$ cat src/pwr_map.svh
// constants for the power state and reset controller
// assumes a 250 MHz system clock and a 2 MHz slow clock strobe
`ifndef PWR_MAP_SVH
`define PWR_MAP_SVH
`define PWR_CLK_PERIOD_NS   4
`define PWR_SLOW_DIV        64
`define PWR_STRETCH_TICKS   256
`define PWR_DIV_W           6
`define PWR_CNT_W           8
`define PWR_CMD_W           2
`define PWR_CMD_NONE        2'h0
`define PWR_CMD_TX          2'h1
`define PWR_CMD_RX          2'h2
`define PWR_CMD_CPU         2'h3
`endif

$ cat src/pwr_pkg.sv
// types for the power state and reset controller
// no surroundings assumed
package pwr_pkg;
    typedef enum logic [2:0] {
        PWR_CORE_OFF,
        PWR_CPU_ONLY,
        PWR_RADIO_TX,
        PWR_RADIO_RX,
        PWR_DEEP_SLEEP
    } pwr_state_t;
endpackage

$ cat src/pwr_tick_if.sv
// slow tick carried from the divider to the controller
// one clock domain
`timescale 1ns/1ps
interface pwr_tick_if;
    logic tick;
    modport src (output tick);
    modport dst (input tick);
endinterface

$ cat src/pwr_div.sv
// divides the 2 MHz strobe by 64 into one tick
// assumes slow_en is a one-cycle strobe at 2 MHz in the clk domain
`timescale 1ns/1ps
`include "pwr_map.svh"
module pwr_div (
    input  wire logic clk,      // system clock
    input  wire logic rst,      // async reset, high
    input  wire logic slow_en,  // 2 MHz strobe
    pwr_tick_if.src   tk        // divided tick
);
    typedef struct packed {
        logic [`PWR_DIV_W-1:0] cnt;
        logic                  tick;
    } pwr_div_st_t;
    pwr_div_st_t st_reg;
    pwr_div_st_t st_next;
    always_comb begin
        st_next = st_reg;
        st_next.tick = 1'b0;
        if (slow_en) begin
            st_next.cnt = st_reg.cnt + `PWR_DIV_W'(1);
            if (st_reg.cnt == `PWR_DIV_W'(`PWR_SLOW_DIV - 1)) begin
                st_next.tick = 1'b1;
            end
        end
    end
    always_ff @(posedge clk or posedge rst) begin
        if (rst) begin
            st_reg <= '0;
        end else begin
            st_reg <= st_next;
        end
    end
    assign tk.tick = st_reg.tick;
endmodule

$ cat src/pwr_ctrl.sv
// power state sequencer and stretched reset generator
// detector levels and commands are synchronous to clk; slow_en is a 2 MHz strobe
`timescale 1ns/1ps
`include "pwr_map.svh"
// Notes on behaviour
// - five states: radio tx, radio rx, cpu only, deep sleep, core off
// - radio may be active only while the processor is powered
// - enable low selects core off; high moves to cpu only; low returns
// - past cpu only, only software commands move the state, save the forced return to core off on pin, supply or reset
// - supply-low indication high while battery input under threshold
// - bandgap drop indication high while reference below programmed threshold
// - reset held for 256 ticks of the 2 MHz clock over 64
module pwr_ctrl (
    input  wire logic                  clk,          // system clock
    input  wire logic                  rst,          // async reset, high
    input  wire logic                  slow_en,      // 2 MHz strobe
    input  wire logic                  pu_enable,    // power-unit enable pin
    input  wire logic                  io_supply,    // io supply present
    input  wire logic                  battery_low,  // battery_input under threshold
    input  wire logic                  ref_low,      // reference_voltage under threshold
    input  wire logic                  sw_cmd_valid, // software command strobe
    input  wire logic [`PWR_CMD_W-1:0] sw_cmd,       // target state command
    input  wire logic                  sw_sleep,     // software request deep sleep
    input  wire logic                  sw_wake,      // software wake from deep sleep
    output logic                       supply_low,   // supply-low reset indication
    output logic                       bandgap_drop_detect, // reference drop indication
    output logic                       chip_reset,   // stretched chip reset
    output logic                       cpu_on,       // processor powered
    output logic                       radio_on,     // radio powered
    output logic [2:0]                 state         // current device state
);
    typedef struct packed {
        pwr_pkg::pwr_state_t   st;
        logic [`PWR_CNT_W-1:0] cnt;
        logic                  rst_o;
        logic                  sl;
        logic                  bd;
        logic                  cpu;
        logic                  radio;
    } pwr_ctrl_st_t;
    pwr_ctrl_st_t s_reg;
    pwr_ctrl_st_t s_next;
    pwr_tick_if   tk ();

    pwr_div u_div (
        .clk     (clk),
        .rst     (rst),
        .slow_en (slow_en),
        .tk      (tk)
    );

    function automatic logic radio_state(input pwr_pkg::pwr_state_t x);
        return (x == pwr_pkg::PWR_RADIO_TX) || (x == pwr_pkg::PWR_RADIO_RX);
    endfunction

    always_comb begin
        s_next = s_reg;
        s_next.sl = battery_low;
        s_next.bd = ref_low;
        // stretch: any detector restarts, quiet full count releases
        if (battery_low || ref_low) begin
            s_next.cnt   = '0;
            s_next.rst_o = 1'b1;
        end else if (s_reg.rst_o && tk.tick) begin
            if (s_reg.cnt == `PWR_CNT_W'(`PWR_STRETCH_TICKS - 1)) begin
                s_next.rst_o = 1'b0;
            end else begin
                s_next.cnt = s_reg.cnt + `PWR_CNT_W'(1);
            end
        end
        // pin only governs core off; reset or lost pin forces core off
        if (!pu_enable || !io_supply || s_next.rst_o) begin
            s_next.st = pwr_pkg::PWR_CORE_OFF;
        end else begin
            case (s_reg.st)
                pwr_pkg::PWR_CORE_OFF: begin
                    s_next.st = pwr_pkg::PWR_CPU_ONLY;
                end
                pwr_pkg::PWR_CPU_ONLY, pwr_pkg::PWR_RADIO_TX,
                pwr_pkg::PWR_RADIO_RX: begin
                    // software only from here on
                    if (sw_sleep) begin
                        s_next.st = pwr_pkg::PWR_DEEP_SLEEP;
                    end else if (sw_cmd_valid) begin
                        case (sw_cmd)
                            `PWR_CMD_TX:  s_next.st = pwr_pkg::PWR_RADIO_TX;
                            `PWR_CMD_RX:  s_next.st = pwr_pkg::PWR_RADIO_RX;
                            `PWR_CMD_CPU: s_next.st = pwr_pkg::PWR_CPU_ONLY;
                            default:      s_next.st = s_reg.st;
                        endcase
                    end
                end
                pwr_pkg::PWR_DEEP_SLEEP: begin
                    if (sw_wake) begin
                        s_next.st = pwr_pkg::PWR_CPU_ONLY;
                    end
                end
                default: s_next.st = pwr_pkg::PWR_CORE_OFF;
            endcase
        end
        s_next.cpu   = (s_next.st == pwr_pkg::PWR_CPU_ONLY) || radio_state(s_next.st);
        // radio gated by processor power in the same cycle
        s_next.radio = radio_state(s_next.st) && s_next.cpu;
    end

    always_ff @(posedge clk or posedge rst) begin
        if (rst) begin
            s_reg.st    <= pwr_pkg::PWR_CORE_OFF;
            s_reg.cnt   <= '0;
            s_reg.rst_o <= 1'b1;
            s_reg.sl    <= 1'b0;
            s_reg.bd    <= 1'b0;
            s_reg.cpu   <= 1'b0;
            s_reg.radio <= 1'b0;
        end else begin
            s_reg <= s_next;
        end
    end

    assign supply_low          = s_reg.sl;
    assign bandgap_drop_detect = s_reg.bd;
    assign chip_reset          = s_reg.rst_o;
    assign cpu_on              = s_reg.cpu;
    assign radio_on            = s_reg.radio;
    assign state               = s_reg.st;
endmodule

$ cat config.mk
export PLATFORM = sky130hd
export DESIGN_NAME = pwr_ctrl
export DESIGN_NICKNAME = d
export VERILOG_FILES = /design/src/pwr_pkg.sv /design/src/pwr_tick_if.sv /design/src/pwr_div.sv /design/src/pwr_ctrl.sv
export VERILOG_INCLUDE_DIRS = /design/src /design/src/src
export SDC_FILE = /design/constraint.sdc
export NUM_CORES = 1
export LEC_CHECK = 0
export ABC_CLOCK_PERIOD_IN_PS = 3100
export BUFFER_PORTS_ARGS = -buffer_cell sky130_fd_sc_hd__buf_2
export CAP_MARGIN = 10
export CORE_MARGIN = 2
export CORE_UTILIZATION = 40
export CTS_CLUSTER_DIAMETER = 60
export DETAILED_ROUTE_END_ITERATION = 16
export PLACE_DENSITY = 0.65
export SKIP_LAST_GASP = 1
export SLEW_MARGIN = 20
export SYNTH_ARGS = -nofsm -noshare
export SYNTH_HDL_FRONTEND = slang
export SYNTH_SLANG_ARGS = --single-unit
$ cat constraint.sdc
create_clock -name clk -period 3.1 [get_ports clk]
set_clock_uncertainty 0.05 [all_clocks]
set_input_delay 0.62 -clock clk [delete_from_list [all_inputs] [get_ports clk]]
set_output_delay 0.62 -clock clk [all_outputs]
set_load 0.02 [all_outputs]
==> flow_metrics.env, run 1 <==
export IMPL_status="finished clean"
export IMPL_antenna_violations_before_repair=0
export IMPL_tritoncts_num_buffers=3
export IMPL_netlist_top_cells_area="dfrtp_1, ha_1, nor2_1, xnor2_1, nand3_1"
export IMPL_timing_final_max_slew_violations=0
export IMPL_power_clock_fraction_pct=22.9
export IMPL_critical_path_reg2reg_endpoint="s_reg[10]"
export IMPL_chipHeight_um=57.0
export IMPL_end_kind="register"
export IMPL_drc_violation_count_after_routing=0
export IMPL_timing_hold_worst_start="battery_low"
export IMPL_io_buffers=19
export IMPL_setup_worst_path_start_class="register"
export IMPL_synth_top_cell_area_share_pct=48.9
export IMPL_maximum_number_of_pins_on_one_net_before_global_route_repair=24
export IMPL_setup_worst_path_start="s_reg[5]"
export IMPL_synth_yosys_seq_area_share_pct=51.3
export IMPL_setup_tns_final_ns=0
export IMPL_drt_wl_total_um=1810
export IMPL_mappedNetlistArea_um2=1120
export IMPL_finalCriticalPeriod_ns=1.93
export IMPL_number_of_synthesized_flops_with_an_enable_pin=0
export IMPL_fin_area_um2=1240
export IMPL_critPathCapture="s_reg[10]"
export IMPL_max_cap_violations=0
export IMPL_area_growth_pct=10.2
export IMPL_timing_setup_critical_path_class="register to register"
export IMPL_cell_area_placed_um2=1210
export IMPL_max_slew_margin_rel_pct=45.6
export IMPL_ys_warnings_count=0
export IMPL_yosys_most_used_dff="dfrtp_1"
export IMPL_netlist_cell_type_count=31
export IMPL_layout_worst_path_cycle_share_pct=62.3
export IMPL_fin_nets=142
export IMPL_post_dp_hpwl_um=1420
export IMPL_crit_path_cell_trace="ha_1, and3_1, a21o_1, or4_1, a21oi_1"
export IMPL_grt_pass1_wl_um=3480
export IMPL_cts_setup_buffers=0
export IMPL_power_total_uw=618
export IMPL_vias_per_cell=5.21
export IMPL_hold_class="primary input to register"
export IMPL_share_comb_of_total_power_pct=15.2
export IMPL_num_rows=19
export IMPL_cts_max_level=1
export IMPL_core_area_um2=2710
export IMPL_synthCells=107
export IMPL_worst_ep_arrival_time_ns=2.12
export IMPL_asyncSetResetFlopFracSynth_pct=100
export IMPL_cts_tree="built"
export IMPL_power_density_nw_per_um2=498
export IMPL_synth_top_area_cell="dfrtp_1"
export IMPL_largest_register_ff_count=8
export IMPL_setup_viol=0
export IMPL_cts_sinks=23
export IMPL_drtAntennaViolNets=0
export IMPL_detailroute_via_count=807
export IMPL_antenna_cells=0
export IMPL_postSynthRegisterBits=23
export IMPL_layout_drive_gt1_share_pct=22.6
export IMPL_timing_final_hold_violations=0
export IMPL_reg2reg_from="s_reg[5]"
export IMPL_post_synth_cell_area_avg_um2=10.5
export IMPL_syn_num_nets=124
export IMPL_clock_fmax_mhz=518
export IMPL_drt_iter0_markers=17
export IMPL_design_die_area_um2=3250
export IMPL_vias_in_the_first_global_route=868
export IMPL_p_int_uw=444
export IMPL_crit_path_max_incr_delay_ns=0.49
export IMPL_cts_resized=0
export IMPL_worst_tran_pin_value_ns=0.815
export IMPL_hold_slack_ns=0.369
export IMPL_ff2ff_setup_slack_ns=1.17
export IMPL_switching_power_uw=174
export IMPL_drt_pass1_iterations=3
export IMPL_insertion_delay_ns=0.32
export IMPL_post_drt_wl_per_cell_um=11.7
export IMPL_cts_hold_buffers=0
export IMPL_initial_core_util_pct=41.5
export IMPL_data_required_time_of_the_critical_path_ns=3.29
export IMPL_worst_r2r_cell_count=5
export IMPL_grt_setup_unrepaired="false"
export IMPL_cts_max_path_buffers=2
export IMPL_grt_ovfl_total=0
export IMPL_grt_use_total_pct=13.5
export IMPL_clock_root_buffer="clkbuf_4"
export IMPL_i_o_pin_total=20
export IMPL_globalplace_congestion=0.766
export IMPL_crit_path_top_delay_cell="or4_1"
export IMPL_power_switching_fraction_pct=28.2
export IMPL_die_w_um=57.0
export IMPL_largest_driver_fanout_on_the_critical_path=8
export IMPL_vdd_ir_drop_worst_v=0.000370
export IMPL_top_post_synthesis_cells_by_count="dfrtp_1, nor2_1, nand3_1, a21oi_1, inv_1"
export IMPL_cts_clk_slew_worst_paths_ns=0.13
export IMPL_yosys_cell_count_top_type="dfrtp_1"
export IMPL_p_leak_uw=0.000565
export IMPL_pwr_share_seq_pct=61.8
## layer usage
| layer | track usage [%] | part of all wire [%] |
|---|---|---|
| met1 | 16.0 | 45 |
| met4 | 5.98 | 2.3 |
| met5 | 0 | 0 |
| met2 | 24.3 | 49 |
| met3 | 2.04 | 3.5 |
## worst max-delay path: cells and delay by family (launching register included)
family,cells,cell delay [ns]
flops,1,0.43
fa+ha+maj,1,0.24
compound gates,2,0.46
simple gates,2,0.68
## layout make-up
type | instances | area, µm²
Fill cell | 261 | 1470
Sequential cell | 23 | 577
Multi-Input combinational cell | 72 | 477
Timing Repair Buffer | 19 | 95.1
Tap cell | 31 | 38.8
Clock buffer | 3 | 22.5
Inverter | 6 | 22.5
Clock inverter | 1 | 7.51
## through the flow
stage | utilization (%) | cells | setup slack [ns]
final | 45.8 | 155 | 1.17
after global routing | 45.8 | 155 | 1.06
after CTS | 45.8 | 155 | 1.15
after detailed placement | 44.6 | 151 | 1.14
after global placement | 44.6 | 151 | 1.20
after floorplan | - | 107 | 1.30
## how the worst min path moves through the flow
stage / cells past startpoint / endpoint / slack (ns)
after floorplan: 1 / u_div.st_reg[6] / 0.39
after global placement: 1 / u_div.st_reg[6] / 0.41
after detailed placement: 1 / u_div.st_reg[6] / 0.41
after CTS: 1 / supply_low / 0.36
after global routing: 1 / bandgap_drop_detect / 0.35
final: 1 / supply_low / 0.37
## cell usage in the layout (no fill, tap or decap), types with 2 or more instances in the layout
cell type  count
dfrtp_1       22
inv_1          6
a21o_1         2
nand3_1        7
a21oi_1        6
or4_1          2
o31ai_1        2
nand2b_1       4
xor2_1         3
buf_2         19
nand4_1        2
nand2_1        5
mux2_2         2
ha_1           5
a2111oi_0      2
xnor2_1        5
nor2_1        14
clkbuf_4       3
## cell families after synthesis
kind of cell,count (synthesis),share of synthesized area (%)
mux,3,2.89
flops,23,51.3
compound gates,16,9.68
xor+xnor,8,6.23
buf+inv,12,6.34
simple gates,40,18.0
fa+ha+maj,5,5.56
## power by group through the flow
stage          combinational, µW  sequential [µW]  clock, µW
2_1_floorplan               73.9              381          0
3_5_place_dp                96.7              388          0
3_3_place_gp                93.0              386          0
5_1_grt                      112              391        161
4_1_cts                     96.8              382        146
6_report                    94.1              382        142
Note: power is estimated with default switching activity, not from simulation.
==> run 2: changes to the inputs <==
--- a/config.mk
+++ b/config.mk
@@ -6,7 +6,7 @@
 export SDC_FILE = /design/constraint.sdc
 export NUM_CORES = 1
 export LEC_CHECK = 0
-export ABC_CLOCK_PERIOD_IN_PS = 3100
+export ABC_CLOCK_PERIOD_IN_PS = 1800
 export BUFFER_PORTS_ARGS = -buffer_cell sky130_fd_sc_hd__buf_2
 export CAP_MARGIN = 10
 export CORE_MARGIN = 2
==> constraint.sdc (replaced) <==
create_clock -name clk -period 1.8 [get_ports clk]
set_clock_uncertainty 0.05 [all_clocks]
set_input_delay 0.36 -clock clk [delete_from_list [all_inputs] [get_ports clk]]
set_output_delay 0.36 -clock clk [all_outputs]
set_load 0.02 [all_outputs]
==> run 2 against run 1 <==
Utilization rose by 1.8 points. Via count rose by 1.4%. Critical path depth did not move. Global-route usage fell by 0.92 points. Wire length rose by 0.33%. Clock-buffer cell count did not move. Power rose by 72%. Cell count rose by 3.9%. Sequential power rose by 72%. First-iteration DRC count fell by 18%.
==> flow_metrics.env, run 2 (synthesized netlist as in run 1, its figures left out) <==
export IMPL_p_leak_uw=0.000591
export IMPL_grt_use_total_pct=12.6
export IMPL_setup_tns_final_ns=0
export IMPL_design_die_area_um2=3250
export IMPL_data_required_time_of_the_critical_path_ns=2.00
export IMPL_dp_cells=154
export IMPL_power_density_nw_per_um2=823
export IMPL_end_kind="register"
export IMPL_grt_ovfl_total=0
export IMPL_post_dp_hpwl_um=1410
export IMPL_largest_register_ff_count=8
export IMPL_cts_sinks=23
export IMPL_reg2reg_from="s_reg[6]"
export IMPL_worst_tran_pin_value_ns=0.489
export IMPL_cts_clk_slew_worst_paths_ns=0.13
export IMPL_drc_violation_count_after_routing=0
export IMPL_io_buffers=19
export IMPL_most_frequent_cells_in_the_layout="dfrtp_1, buf_2, nor2_1"
export IMPL_drtAntennaViolNets=0
export IMPL_layout_commonest_cell="dfrtp_1"
export IMPL_setup_worst_path_start="s_reg[6]"
export IMPL_timing_final_hold_violations=0
export IMPL_clock_fmax_mhz=581
export IMPL_max_cap_violations=0
export IMPL_timing_setup_critical_path_class="register to register"
export IMPL_drt_pass1_iterations=4
export IMPL_hold_class="primary input to register"
export IMPL_vias_in_the_first_global_route=798
export IMPL_timing_final_max_slew_violations=0
export IMPL_num_rows=19
export IMPL_worst_r2r_cell_count=5
export IMPL_layout_drive_gt1_share_pct=26.2
export IMPL_cts_max_path_buffers=2
export IMPL_globalplace_congestion=0.775
export IMPL_initial_core_util_pct=41.5
export IMPL_layout_worst_path_cycle_share_pct=95.6
export IMPL_tritoncts_num_buffers=3
export IMPL_largest_driver_fanout_on_the_critical_path=5
export IMPL_drt_iter0_markers=14
export IMPL_finalNonFillerCells=161
export IMPL_final_core_utilization_pct=47.6
export IMPL_maximum_number_of_pins_on_one_net_before_global_route_repair=16
export IMPL_vias_per_cell=5.08
export IMPL_max_slew_margin_rel_pct=66.6
export IMPL_grt_pass1_wl_um=3310
export IMPL_setup_viol=0
export IMPL_core_area_um2=2710
export IMPL_setup_worst_path_start_class="register"
export IMPL_die_w_um=57.0
export IMPL_hold_slack_ns=0.119
export IMPL_i_o_pin_total=20
export IMPL_status="finished clean"
export IMPL_clock_root_buffer="clkbuf_4"
export IMPL_cts_tree="built"
export IMPL_detailroute_via_count=818
export IMPL_holdPathStages=1
export IMPL_finalCriticalPeriod_ns=1.72
export IMPL_ff2ff_setup_slack_ns=0.08
export IMPL_vdd_ir_drop_worst_v=0.000915
export IMPL_critical_path_reg2reg_endpoint="s_reg[10]"
export IMPL_fin_nets=148
export IMPL_chipHeight_um=57.0
export IMPL_insertion_delay_ns=0.31
export IMPL_post_drt_wl_per_cell_um=11.3
export IMPL_antenna_cells=0
export IMPL_critPathCapture="s_reg[10]"
export IMPL_antenna_violations_before_repair=0
export IMPL_drt_wl_total_um=1810
export IMPL_worst_ep_arrival_time_ns=1.92
export IMPL_grt_setup_unrepaired="false"
export IMPL_area_growth_pct=14.7
export IMPL_cts_max_level=1
==> run 2: cell types whose count changed in the layout (fill, tap and decap cells not counted) <==
cell	delta
ha_1	-1
buf_4	+5
dlygate4sd3_1	+1
ha_2	+1
==> run 2: layout make-up <==
type                    count  area (µm²)
well taps                  31        38.8
inverters                   6        22.5
fillers                   257        1420
flip-flops and latches     23         577
clock inverters             1        7.51
repair buffers             25         143
multi-input cells          72         479
clock buffers               3        22.5
==> run 2: stage by stage <==
step	setup slack, ns	cell area [µm²]	power, µW
final	0.0785	1290	1060
after global routing	0.00466	1290	1140
after CTS	0.0219	1280	1080
after detailed placement	0.0187	1230	836
after global placement	0.0612	1230	826
after floorplan	0.00123	1120	784
==> run 2: how the worst min path moves through the flow <==
| stage | from | to | slack [ns] |
|---|---|---|---|
| after global placement | rst | s_reg[7] | 0.27 |
| after CTS | ref_low | bandgap_drop_detect | 0.10 |
| after global routing | ref_low | bandgap_drop_detect | 0.09 |
| final | ref_low | bandgap_drop_detect | 0.12 |
| after floorplan | rst | bandgap_drop_detect | 0.31 |
| after detailed placement | rst | s_reg[7] | 0.28 |
==> run 2: report_power, final <==
group | internal, µW | switching (µW) | leakage, µW
clock network | 84.6 | 152 | 0.0000139
logic | 92.9 | 75.6 | 0.000276
registers | 590 | 66.9 | 0.000302
total | 768 | 294 | 0.000591
==> run 2: routing by layer <==
metal / global-route usage (%) / vias up / share of wire [%]
met3: 2.27 / 4 / 3.8
met5: 0 / - / 0
met4: 3.99 / 0 / 1.3
li1: - / 410 / -
met2: 21.5 / 14 / 49
met1: 16.4 / 390 / 46
==> run 2: worst max-delay path, stage by stage (launching register included) <==
cell and delay, ns:
dfrtp_1 0.42, ha_2 0.19, and3_1 0.19, a21o_1 0.20, or4_1 0.46, a21oi_1 0.15
==> run 2: timing repair <==
action | 4_1_cts | 5_1_grt
hold endpoints to repair | 8 | 0
resized for setup | 0 | 1
buffers inserted | 1 | 1
endpoints found under the setup margin | 1 | 2
pin swaps | 0 | 1
hold buffers | 1 | 0
cloned | 0 | 0
